**config.mk**
```make
export PLATFORM = sky130hd
export DESIGN_NAME = meas_ctrl
export DESIGN_NICKNAME = d
export VERILOG_FILES = /design/src/hw/meas_ctrl_pkg.sv /design/src/hw/oc_output.sv /design/src/hw/meas_ctrl.sv
export VERILOG_INCLUDE_DIRS = /design/src /design/src/hw
export SDC_FILE = /design/constraint.sdc
export NUM_CORES = 1
export LEC_CHECK = 0
export BUFFER_PORTS_ARGS = -buffer_cell sky130_fd_sc_hd__buf_2
export CAP_MARGIN = 20
export CORE_ASPECT_RATIO = 0.5
export CORE_UTILIZATION = 40
export DETAILED_ROUTE_END_ITERATION = 6
export GPL_ROUTABILITY_DRIVEN = 0
export PLACE_DENSITY = 0.61
export SLEW_MARGIN = 20
export SYNTH_ARGS = -nofsm -noshare
export SYNTH_HDL_FRONTEND = slang
export SYNTH_SLANG_ARGS = --single-unit
```
**constraint.sdc**
```tcl
create_clock -name clk -period 2.5 [get_ports clk]
set_input_delay 0.25 -clock clk [delete_from_list [all_inputs] [get_ports clk]]
set_output_delay 0.25 -clock clk [all_outputs]
set_load 0.01 [all_outputs]
```
**src/hw/meas_ctrl_defs.svh**
```systemverilog
/*
  Constants of the measurement sequencer: timing figures, counts, widths.
  Assumes a 100 MHz clock; included by package and modules.
*/
// What this block does
// - Stop ends a start delay at once or lets a measurement finish, then sleeps
// - Sleeping device self-wakes every second
// - Bus activity wakes the device
// - Results stay readable after stopping
// - Measurement starts one minute after start
// - Measurement sequence lasts about twenty seconds
// - PWM duty cycle encodes concentration
// - Alarm mode switches output on during alarm
`ifndef MEAS_CTRL_DEFS_SVH
`define MEAS_CTRL_DEFS_SVH
`define CLK_HZ          100000000
`define START_DELAY_S   60
`define MEAS_TIME_S     20
`define WAKE_PERIOD_S   1
`define CONC_W          16
`define TEMP_W          16
`define PWM_W           8
`define TICK_CYCLES     100000
`define RES_RESET       16'h0000
`endif

```
**src/hw/meas_ctrl_pkg.sv**
```systemverilog
/*
  Types of the measurement sequencer.
  Assumes the defs header is on the include path.
*/
`include "meas_ctrl_defs.svh"
package meas_ctrl_pkg;
  typedef enum logic [2:0] {ST_SLEEP, ST_WAKE, ST_DELAY, ST_MEAS,
                            ST_IDLE} seq_state_t;
  typedef struct packed
  {
    logic [`CONC_W-1:0] conc;
    logic [`TEMP_W-1:0] temp;
  } result_t;
endpackage

```
**src/hw/oc_output.sv**
```systemverilog
/*
  Open-collector output stage: alarm level or PWM from concentration.
  Assumes conc is stable for a whole PWM period or more.
*/
`timescale 1ns/1ps
`default_nettype none
`include "meas_ctrl_defs.svh"
module oc_output
#(
  parameter int CONC_W = `CONC_W,
  parameter int PWM_W  = `PWM_W
)
(
  // Clock and reset
  input  wire logic              clk,
  input  wire logic              rst_n,
  // Control
  input  wire logic              pwm_mode,
  input  wire logic              alarm,
  input  wire logic [CONC_W-1:0] conc,
  // Pin, low side switch
  output logic                   drive_low
);
  initial if (PWM_W > CONC_W) $error("PWM_W wider than CONC_W");

  logic [PWM_W-1:0] phase;
  // Duty taken from top bits of concentration; fine scaling left out
  wire  [PWM_W-1:0] duty = conc[CONC_W-1 -: PWM_W];
  wire              pwm_on = phase < duty;
  wire              next_drive = pwm_mode ? pwm_on : alarm;

  ////////////////////////////////////////////////////////////////////////
  // Free running phase and registered pin drive
  always_ff @(posedge clk or negedge rst_n)
  begin
    if (!rst_n)
    begin
      phase     <= '0;
      drive_low <= 1'b0;
    end
    else
    begin
      phase     <= phase + 1'b1;
      drive_low <= next_drive;
    end
  end
endmodule
`default_nettype wire

```
**src/hw/meas_ctrl.sv**
```systemverilog
/*
  Measurement sequencer: start delay, measurement, stop, sleep and wake.
  Assumes inputs synchronous to clk; the sensing front end reports
  results on meas_done and the bus engine flags bus_activity.
*/
`timescale 1ns/1ps
`default_nettype none
`include "meas_ctrl_defs.svh"
module meas_ctrl
  import meas_ctrl_pkg::*;
#(
  parameter int TICK_CYCLES   = `TICK_CYCLES,
  parameter int START_DELAY_S = `START_DELAY_S,
  parameter int MEAS_TIME_S   = `MEAS_TIME_S,
  parameter int WAKE_PERIOD_S = `WAKE_PERIOD_S,
  parameter int TICKS_PER_S   = 1000
)
(
  // Clock and reset
  input  wire logic    clk,
  input  wire logic    rst_n,
  // Host commands, one-cycle pulses
  input  wire logic    start_cmd,
  input  wire logic    stop_cmd,
  input  wire logic    bus_activity,
  // Jumper and configuration
  input  wire logic    start_jumper,
  input  wire logic    pwm_mode,
  input  wire logic    alarm,
  // Front end
  input  wire logic    meas_done,
  input  wire result_t meas_result,
  // Status and results
  output logic         measuring,
  output logic         scl_hold,
  output logic         asleep,
  output logic         wake_pulse,
  output logic         jumper_seen,
  output result_t      last_result,
  // Open-collector pin
  output logic         open_collector_output_oe,
  output logic         open_collector_output_out
);
  // A one-tick wake period would let a wake land on the re-entry cycle
  initial if (TICK_CYCLES < 1 || TICKS_PER_S < 1 || MEAS_TIME_S < 1 ||
              WAKE_PERIOD_S * TICKS_PER_S < 2)
    $error("timing parameters out of range");

  localparam int START_TICKS = START_DELAY_S * TICKS_PER_S;
  localparam int MEAS_TICKS  = MEAS_TIME_S * TICKS_PER_S;
  localparam int WAKE_TICKS  = WAKE_PERIOD_S * TICKS_PER_S;

  seq_state_t  state;
  seq_state_t  next_state;
  logic [31:0] div;
  logic [31:0] ticks;
  logic        run;
  logic        jumper_prev;
  logic        bus_late;
  logic        got_result;

  ////////////////////////////////////////////////////////////////////////
  // Tick divider: one-cycle enable, slow time counts in ticks
  wire tick = (div == 32'(TICK_CYCLES - 1));
  wire jumper_set = start_jumper && !jumper_prev;
  wire start_req = start_cmd || jumper_set;
  wire delay_over = tick && (ticks == 32'(START_TICKS - 1));
  // A result pulse early in the sequence is kept until the time is up
  wire meas_over = tick && (ticks >= 32'(MEAS_TICKS - 1)) &&
                   (meas_done || got_result);
  wire wake_due = tick && (ticks == 32'(WAKE_TICKS - 1));

  always_ff @(posedge clk or negedge rst_n)
  begin
    if (!rst_n)
      div <= '0;
    else
      div <= tick ? 32'h0000_0000 : div + 32'h0000_0001;
  end

  ////////////////////////////////////////////////////////////////////////
  // Next state; a stop ends a delay at once, in measurement it only clears run and the measurement completes first
  always_comb
  begin
    next_state = state;
    case (state)
      ST_SLEEP:
        // Late activity covers a pulse met during the wake cycle
        if (bus_activity || bus_late || start_req || run)
          next_state = ST_IDLE;
        else if (wake_due) next_state = ST_WAKE;
      ST_WAKE:
        next_state = ST_SLEEP; // Housekeeping done in one cycle
      ST_IDLE:
        // A start caught while asleep left run set: open the delay now
        if (start_req || run) next_state = ST_DELAY;
        else if (!bus_activity) next_state = ST_SLEEP;
      ST_DELAY:
        if (stop_cmd) next_state = ST_IDLE;
        else if (delay_over) next_state = ST_MEAS;
      ST_MEAS:
        if (meas_over) next_state = run ? ST_DELAY : ST_IDLE;
      default:
        next_state = ST_IDLE;
    endcase
  end

  ////////////////////////////////////////////////////////////////////////
  // State, tick count, run flag and result store
  always_ff @(posedge clk or negedge rst_n)
  begin
    if (!rst_n)
    begin
      state       <= ST_IDLE;
      ticks       <= '0;
      run         <= 1'b0;
      jumper_prev <= 1'b0;
      bus_late    <= 1'b0;
      got_result  <= 1'b0;
      jumper_seen <= 1'b0;
      last_result <= '0;
    end
    else
    begin
      state       <= next_state;
      jumper_prev <= start_jumper;
      bus_late    <= bus_activity;
      // Result flag lives for one measurement sequence only
      if (next_state != state)
        got_result <= 1'b0;
      else if (state == ST_MEAS && meas_done)
        got_result <= 1'b1;
      if (next_state != state)
        ticks <= '0;
      else if (tick)
        ticks <= ticks + 32'h0000_0001;
      // Start wins over a same-cycle stop
      if (start_req)
        run <= 1'b1;
      else if (stop_cmd)
        run <= 1'b0;
      if (state == ST_WAKE)
        jumper_seen <= start_jumper;
      // Results held regardless of run, readable when stopped
      if (state == ST_MEAS && meas_done)
        last_result <= meas_result;
    end
  end

  // Clock stretch while measuring; host must wait it out
  assign measuring  = (state == ST_MEAS);
  assign scl_hold   = measuring;
  assign asleep     = (state == ST_SLEEP) || (state == ST_WAKE);
  assign wake_pulse = (state == ST_WAKE);

  ////////////////////////////////////////////////////////////////////////
  // Open-collector output stage
  logic drive_low;
  oc_output u_oc
  (
    .clk       (clk),
    .rst_n     (rst_n),
    .pwm_mode  (pwm_mode),
    .alarm     (alarm),
    .conc      (last_result.conc),
    .drive_low (drive_low)
  );
  // Open collector only ever pulls low
  assign open_collector_output_oe  = drive_low;
  assign open_collector_output_out = 1'b0;
endmodule
`default_nettype wire

```
Yosys cells after proc, flatten, opt, wreduce, memory -nomap -nowiden. Index checks and enable logic that the tools add are counted.

Add/sub/neg operators: 3. $lt $le $gt $ge: 2. Equal/unequal tests: 8. Mux-type cells: 17. Reductions and logical operators: 18.

Operator list (number): $mux 32 (3); $add 32x1->32 const B (2); $eq 32x10->1 const B (1); $eq 32x16->1 const B (1); $eq 32x17->1 const B (1); $ge 32x15->1 const B (1); $mux 3 (8); $pmux 3 s5 (1); $add 8x1->8 const B (1); $lt 8x8->1 (1); $logic_or 1x1->1 (7); $eq 3x2->1 const B (2); $logic_and 1x1->1 (6); $reduce_bool 2->1 (3); $mux 1 (5); $eq 3x1->1 const B (1); $eq 3x3->1 const B (1); $logic_not 3->1 (1); $ne 3x3->1 (1); $logic_not 1->1 (1).

Bits in registers: 113. Output and inout bits: 39. Word-level logic and storage cells: 60.

Depth between registers and ports, before layout. Gate-level depths: netlist of the first run.

Depth in word-level cells: 9. Depth in mapped cells: 8. Gate-level depth less buffers: 7.

Cells and area by module. A second synthesis of the first run with hierarchy kept.

Cells, all modules: 496. Area, all modules: 5665.4 um2.

By module, submodules not included: meas_ctrl (times used 1, cells an instance 446, area each 5132.4 um2); oc_output (times used 1, cells an instance 50, area each 533.0 um2).

Worst setup path before layout of the first run. No wires, ideal clock.

Kind: register -> register. From: reg ticks[0]. To: reg got_result. Library setup time: 73 ps. Data arrival time: 2052 ps. Required time: 2427 ps. Slack: 376 ps. Cell stages (with the launch flop): 9. Buffers on the path: 1. Cell sequence: dfrtp_1 > ha_1 > and4_1 > or4_1 > a311oi_1 > o31a_1 > a21oi_4 > buf_4 > nor2_1.

Cells in the longest elaborated chain, start to end: 7.

Ends and longest elaborated chain: from (decl) (line meas_ctrl.sv:56) `logic [31:0] ticks;`; from (signal assigned) (line meas_ctrl.sv:136) `ticks <= ticks + 32'h0000_0001;`; $ge 32x15->1 (tied with other cells) (line meas_ctrl.sv:69) `wire meas_over = tick && (ticks >= 32'(MEAS_TICKS - 1)) &&`; $logic_and 1x1->1, on equally long branches (line meas_ctrl.sv:69, meas_ctrl.sv:67, meas_ctrl.sv:71); $logic_and 1x1->1 (tied with other cells) (line meas_ctrl.sv:69); $mux 3, on equally long branches (line meas_ctrl.sv:102, meas_ctrl.sv:89, meas_ctrl.sv:99); $pmux 3 s5 (*) (line meas_ctrl.sv:86) `case (state)`; $ne 3x3->1 (*) (line meas_ctrl.sv:129) `if (next_state != state)`; $mux 1 / $reduce_bool 2->1 (equally long branches); to (signal assigned) (line meas_ctrl.sv:119) `got_result <= 1'b0;`; to (signal assigned) (line meas_ctrl.sv:130) `got_result <= 1'b0;`; to (signal assigned) (line meas_ctrl.sv:132) `got_result <= 1'b1;`; to (decl) (line meas_ctrl.sv:60) `logic got_result;`.

Mark *: on every way between the ends. The rest lies on a longest branch, timed or not. A chain may end at the register's enable or synchronous reset.

Worst setup path after layout of the first run.
From: reg div[0]. To: reg ticks[13].

Cells in the longest elaborated chain, start to end: 7.

Ends and longest elaborated chain: from (decl) (line meas_ctrl.sv:55) `logic [31:0] div;`; from (signal assigned) (line meas_ctrl.sv:78) `div <= tick ? 32'h0000_0000 : div + 32'h0000_0001;`; $eq 32x17->1 (*) (line meas_ctrl.sv:64) `wire tick = (div == 32'(TICK_CYCLES - 1));`; $logic_and 1x1->1, on equally long branches (line meas_ctrl.sv:67, meas_ctrl.sv:69, meas_ctrl.sv:71); $mux 3 (tied with other cells) (line meas_ctrl.sv:100) `else if (delay_over) next_state = ST_MEAS;`; $mux 3, on equally long branches (line meas_ctrl.sv:99, meas_ctrl.sv:89, meas_ctrl.sv:102); $pmux 3 s5 (line meas_ctrl.sv:86); $ne 3x3->1 (line meas_ctrl.sv:133) `if (next_state != state)`; $mux 32 / $reduce_bool 2->1 (equally long branches).

Marks and branches as above.

==> results of run 1 <==
==> stage by stage <==
step           hold WS [ns]  std cells
6_report             0.0507        775
5_1_grt              0.0565        775
4_1_cts              0.0382        775
3_5_place_dp          0.208        740
3_3_place_gp          0.205        740
2_1_floorplan       -0.0456        499
==> registers in the layout (all words and copies together), names as in the netlist, 3 cells and up <==
register     count
u_oc.phase       8
last_result     32
div             32
ticks           32
state            3
==> power by group through the flow <==
stage               combinational (mW)  clock [mW]  sequential (mW)
floorplan                        0.145           0             1.90
global placement                 0.238           0             1.92
detailed placement               0.240           0             1.92
CTS                              0.244        2.59             1.89
global route                     0.270        2.68             1.89
finish                           0.238        2.53             1.89
==> Yosys cell counts, types with 5 or more instances <==
library cell  number
mux2_2            33
and3_1             8
nand4_1           24
nand3_1           31
dfrtp_1          112
nor3_1             9
and4_1            10
xor2_1            44
clkbuf_1           7
ha_1              10
nor2_1            64
inv_1             13
nor4_1            16
a21oi_1            9
buf_4              5
xnor2_1           22
nand2_1           28
==> worst min-delay path by stage <==
stage                     from                           to  slack, ns  cells past startpoint
2_1_floorplan            rst_n           bus_late$_DFF_PN0_      -0.05                      0
3_3_place_gp             rst_n        ticks[16]$_DFFE_PN0P_       0.20                      1
3_5_place_dp             rst_n        ticks[16]$_DFFE_PN0P_       0.21                      1
4_1_cts               stop_cmd              run$_DFFE_PN0P_       0.04                      2
5_1_grt        meas_result[18]  last_result[18]$_DFFE_PN0P_       0.06                      2
6_report              stop_cmd              run$_DFFE_PN0P_       0.05                      2
==> cells in the final DEF, fill, tap and decap left out, types with 13 or more instances in the layout <==
cell and instances:
nand4_1 24, inv_1 13, nor4_1 15, xnor2_1 22
mux2_2 33, buf_2 77, nor2_1 64, nand2_1 28
xor2_1 44, clkbuf_16 17, nand3_1 31, dfrtp_1 112
==> routing by layer <==
metal  vias up  global-route usage  share of wire
met2        80               0.255           0.44
met3         8              0.0365          0.038
met4         0              0.0688         0.0079
met1      1936               0.238           0.51
li1       1949                   -              -
met5         -                   0              0
==> logic make-up after synthesis <==
group / synth area share
buffers and inverters: 0.0267
adders and majority gates: 0.0232
DFF: 0.525
muxes: 0.0690
other: 0.000697
xor gates and xnor gates: 0.107
AOI/OAI and AO/OA: 0.0330
and+or+nand+nor: 0.215
==> final cells by class <==
class | instances | area [sq um] | area share
Sequential cell | 113 | 2830 | 0.423
Tap cell | 170 | 213 | 0.0318
Clock inverter | 15 | 199 | 0.0297
Inverter | 13 | 48.8 | 0.00730
Timing Repair Buffer | 93 | 551 | 0.0823
Clock buffer | 17 | 425 | 0.0636
Multi-Input combinational cell | 354 | 2420 | 0.362
==> timing repair <==
item	4_1_cts	5_1_grt
hold buffers	3	0
gates resized for setup	0	1
endpoints found under the hold margin	29	0
endpoints found under the setup margin	0	8
==> flow_summary.ini, run 1 <==
[drt]
ant_nets = 0
drtIter0Drc = 296
routed_wl_mm = 10.8
drt_first_pass_iters = 7
vias_per_cell = 5.13
drt_drc_violations_left = 10
detail_route.wl_per_cell_um = 13.9
vias = 3973

[cts]
ctsHtreeMaxLevel = 4
cts_sinks = 113
cts_made_buffers = 17
root_buffer = clkbuf_16
clockBufferDepth = 2
cts_tree = built
clock_latency_ns = 0.41
clkSlewWorstSetupHoldPaths_ns = 0.06
cts_setup_buffers = 0

[critical_path]
crit_required_ns = 2.79
critPathKind = reg2reg
worstRegToRegCells = 8
path_depth = 8
crit_path_top_delay_cell = or3_1
r2r-start = div[0]$_DFF_PN0_
cp_num_buf_inv = 1
critPathArrivalTime_ns = 2.57
worst-path-max-fanout = 33
path_delay_family = simple AND/OR/NAND/NOR gates
max_stage_delay_ns = 0.42
start_kind = register
crit_end = ticks[13]$_DFFE_PN0P_
critPathLaunch = div[0]$_DFF_PN0_
end_kind = register
timing.rr.end = ticks[13]$_DFFE_PN0P_
cp_cell_sequence = ha_1 > and4_1 > nand2_1 > or3_1 > o31a_1 > a21oi_4 > buf_12 > nor2_1
rrSetupSlack_ns = 0.22

[floorplan]
io_pins = 80
die-area_sq_mm = 0.0140
die_height_um = 84.0
core_sq_mm = 0.0129
start_util = 0.418
dieWidth_um = 166
rows = 29

[sta]
final.setup.tns_ns = 0
fmaxAchievable_mhz = 440
final_hold_viol_count = 0
min_period_ns = 2.28
fin_ws_ns = 0.225
fin_worst_skew_ns = 0.0123
rsz0062_at_grt = false
slew_headroom = 0.667
period_share = 0.910
slew_violations = 0
tightest_slew_ns = 0.496
finalSetupViolCount = 0

[global_routing]
antenna_found_initial = 0
grt_first_pass_wirelength_mm = 18.9
grt_start_max_net_pins = 42
grt-ovfl-total = 0
first_global_vias = 3852
grt_util_all_layers = 0.170

[power_and_ir_drop]
powerDensity_mw_per_mm2 = 697
power_frac_seq = 0.406
p_int_mw = 3.56
power_frac_clock = 0.543
ir_worst_vdd_mv = 0.425
p_leak_nw = 3.14
switching_share = 0.236
p_sw_mw = 1.10
power.total_mw = 4.66
comb_power_share = 0.051

[synthesis]
synth_area_leaders = dfrtp_1 52%, xor2_1 7.2%, mux2_2 6.9%, nor2_1 4.5%, xnor2_1 3.6%
yosys.area.top_type_share = 0.521
syn-num-nets = 550
ys_async_sr_fraction = 1.00
synth_area_sq_mm = 0.00538
yosysSeqAreaShare = 0.525
yosys_warnings = 0
ys.flop_type = dfrtp_1
yosysUniqueCellTypes = 43
synth_area_leader_cell = dfrtp_1
synth-edff-count = 0
syn_avg_cell_area_sq_um = 10.8
syn_inst = 499
ys_seq_elements = 113

[hold_path]
min_path_type = in2reg

[finish]
drive_gt1_frac = 0.269
diodes = 0
final_nets = 643
fin_util = 0.519
final_area_sq_mm = 0.00669
area_growth_pct = 24.2
fill_cells = 1126

[place]
dp_hpwl_mm = 7.24
placed_cell_area_sq_mm = 0.00603
place_ws_ns = 0.203
port_buffers = 78

[job]
maxCapViolCount = 0

[outcome]
violations = DRC
status = complete, but fails checks
(Power assumes the default switching activity.)
==> run 2: changes to the inputs <==
--- a/config.mk
+++ b/config.mk
@@ -6,6 +6,7 @@
 export SDC_FILE = /design/constraint.sdc
 export NUM_CORES = 1
 export LEC_CHECK = 0
+export ABC_AREA = 1
 export BUFFER_PORTS_ARGS = -buffer_cell sky130_fd_sc_hd__buf_2
 export CAP_MARGIN = 20
 export CORE_ASPECT_RATIO = 0.5
==> run 2 against run 1 <==
Net effect:
- the run now ends clean
- cell count grew 33%
- non-clock buffer count shrank 1
- largest cell class unchanged
- combinational power grew to 2.6 times the previous value
- critical path depth grew 4
- count of clock-buffer cells in the layout is the same
- sequential share of layout area shrank 4.2 points
- core utilization shrank 1.3 points
- maximum frequency shrank 0.76%
- first-iteration DRC count shrank 5.4%
- largest power group unchanged
==> flow_summary.ini, run 2 <==
[outcome]
status = finished clean

[power_and_ir_drop]
powerDensity_mw_per_mm2 = 670
ir_worst_vdd_mv = 0.443
power_frac_seq = 0.379
comb_power_share = 0.123
power_frac_clock = 0.499
power.total_mw = 4.97
p_int_mw = 3.55
switching_share = 0.287
p_leak_nw = 3.67
p_sw_mw = 1.43

[drt]
drt_drc_violations_left = 0
drtIter0Drc = 280
routed_wl_mm = 13.0
vias_per_cell = 4.85
vias = 4997
ant_nets = 0
detail_route.wl_per_cell_um = 12.6
drt_first_pass_iters = 7

[global_routing]
grt_use_met2 = 0.300
antenna_found_initial = 0
grt_start_max_net_pins = 54
first_global_vias = 4875
grt_use_met3 = 0.0442
top_usage_layer = met2
grt-ovfl-total = 0
globalRouteMet1Util = 0.226
grt_util_all_layers = 0.179
grt_first_pass_wirelength_mm = 22.3

[place]
placed_cell_area_sq_mm = 0.00674
dp_cells = 991
port_buffers = 78
dp_hpwl_mm = 9.24
place_ws_ns = 0.150

[critical_path]
rrSetupSlack_ns = 0.21
critPathKind = reg2reg
crit_required_ns = 2.79
worst-path-max-fanout = 5
end_kind = register
worstRegToRegCells = 12
start_kind = register
r2r-start = div[0]$_DFF_PN0_
timing.rr.end = ticks[31]$_DFFE_PN0P_
critPathArrivalTime_ns = 2.58

[synthesis]
ys.flop_type = dfrtp_1
netlist_top_cells_count = 123 x nand2_1, 112 x dfrtp_1, 112 x nor2_1, 93 x inv_1, 41 x nand3_1
ys_async_sr_fraction = 1.00
synth_area_sq_mm = 0.00610
synth_most_common_cell = nand2_1
yosys_warnings = 0
synth_area_leader_cell = dfrtp_1
yosysSeqAreaShare = 0.464
syn-num-nets = 772
yosysUniqueCellTypes = 46
synth-edff-count = 0
syn_inst = 721
syn_avg_cell_area_sq_um = 8.46
ys_seq_elements = 113
yosys.area.top_type_share = 0.459
synth_area_leaders = dfrtp_1 46%, nand2_1 7.6%, nor2_1 6.9%, inv_1 5.7%, xor2_1 5.0%

[finish]
final_cell_mix = 123 x nand2_1, 112 x dfrtp_1, 110 x nor2_1
drive_gt1_frac = 0.236
area_growth_pct = 21.6
final_area_sq_mm = 0.00742
diodes = 0
fin_cells = 1030
mostFrequentLayoutCell = nand2_1
final_nets = 870
fill_cells = 1416
fin_util = 0.506
top_regs = div (32), last_result (32), ticks (32)

[sta]
final.setup.tns_ns = 0
min_period_ns = 2.29
whs_ns = 0.0494
period_share = 0.917
fin_ws_ns = 0.207
finalSetupViolCount = 0
final_hold_viol_count = 0
fmaxAchievable_mhz = 436
tightest_slew_ns = 0.683
slew_headroom = 0.545
rsz0062_at_grt = false
slew_violations = 0
fin_worst_skew_ns = 0.00933

[floorplan]
core_sq_mm = 0.0147
io_pins = 80
die-area_sq_mm = 0.0158
dieWidth_um = 177
die_height_um = 89.3
start_util = 0.416
rows = 31

[cts]
clkSlewWorstSetupHoldPaths_ns = 0.06
cts_tree = built
cts_made_buffers = 17
cts_sinks = 113
clock_latency_ns = 0.41
ctsHtreeMaxLevel = 4
root_buffer = clkbuf_16
clockBufferDepth = 2

[hold_path]
min_path_type = in2reg
min-delay-start = pwm_mode
hold_depth = 2
min_to = u_oc.drive_low$_DFF_PN0_

[job]
maxCapViolCount = 0
-- run 2: cell count changes after synthesis, sizes merged, moves of 13 or more --
cell / previous run / this run
nand3: 31 / 44
inv: 13 / 102
nor2: 64 / 133
xnor2: 22 / 6
nor3: 9 / 22
nand2: 28 / 126
a21oi: 10 / 25
-- run 2: power groups by stage --
stage	registers (mW)	clock network (mW)	logic, mW
after floorplan	1.91	0	0.464
after global placement	1.92	0	0.605
after detailed placement	1.91	0	0.610
after CTS	1.88	2.54	0.615
after global routing	1.89	2.63	0.686
final	1.88	2.48	0.610
-- run 2: worst max path at each step --
stage                                    start                    end  slack (ns)  cells after the start
final                         div[0]$_DFF_PN0_  ticks[31]$_DFFE_PN0P_        0.21                     12
after CTS                     div[0]$_DFF_PN0_  ticks[31]$_DFFE_PN0P_        0.12                     13
after global routing          div[0]$_DFF_PN0_  ticks[31]$_DFFE_PN0P_        0.01                     13
after global placement        div[0]$_DFF_PN0_  ticks[30]$_DFFE_PN0P_        0.23                     14
after floorplan           ticks[0]$_DFFE_PN0P_  ticks[12]$_DFFE_PN0P_        0.57                     15
after detailed placement      div[0]$_DFF_PN0_  ticks[31]$_DFFE_PN0P_        0.15                     13
-- run 2: critical path, cell delays in order, from the launching register on --
cell and delay, ns:
dfrtp_1 0.38, ha_1 0.19, nand2_1 0.12, nor2_4 0.17, nand3_1 0.10, nor2_1 0.12
nand4_1 0.21, nor2_2 0.20, nand4_1 0.20, nor2_4 0.22, nand4_1 0.12, nand2_1 0.11
nor2_1 0.04
-- run 2: cells by family (layout without fill, tap and decap cells) --
| logic type | count (synthesis) | count (layout) | share of synthesized area |
|---|---|---|---|
| AND/OR/NAND/NOR | 364 | 364 | 0.286 |
| buffers and inverters | 119 | 230 | 0.0802 |
| flip-flops | 113 | 113 | 0.464 |
| AO/OA/AOI/OAI | 48 | 48 | 0.0441 |
| XOR/XNOR | 41 | 41 | 0.0588 |
| multiplexers | 25 | 25 | 0.0461 |
| adder cells (fa/ha/maj) | 10 | 10 | 0.0205 |
| other | 1 | 1 | 0.000615 |
-- run 2: repair_timing --
action	CTS	global route
endpoints found under the hold margin	53	0
gates resized for setup	0	5
hold buffers	3	0
endpoints found under the setup margin	0	9
setup buffers	0	4
-- run 2: layer usage --
layer	wire (um)	vias to the layer above
met4	194	0
met1	6170	2346
met5	0	-
met2	5990	128
li1	-	2500
met3	645	23
-- run 2: area by class of cell --
| type | count | area, sq um | area share |
|---|---|---|---|
| Tap cell | 198 | 248 | 0.0334 |
| Inverter | 106 | 398 | 0.0536 |
| Clock buffer | 17 | 425 | 0.0573 |
| Multi-Input combinational cell | 489 | 2800 | 0.378 |
| Sequential cell | 113 | 2830 | 0.381 |
| Clock inverter | 15 | 175 | 0.0236 |
| Timing Repair Buffer | 92 | 543 | 0.0732 |
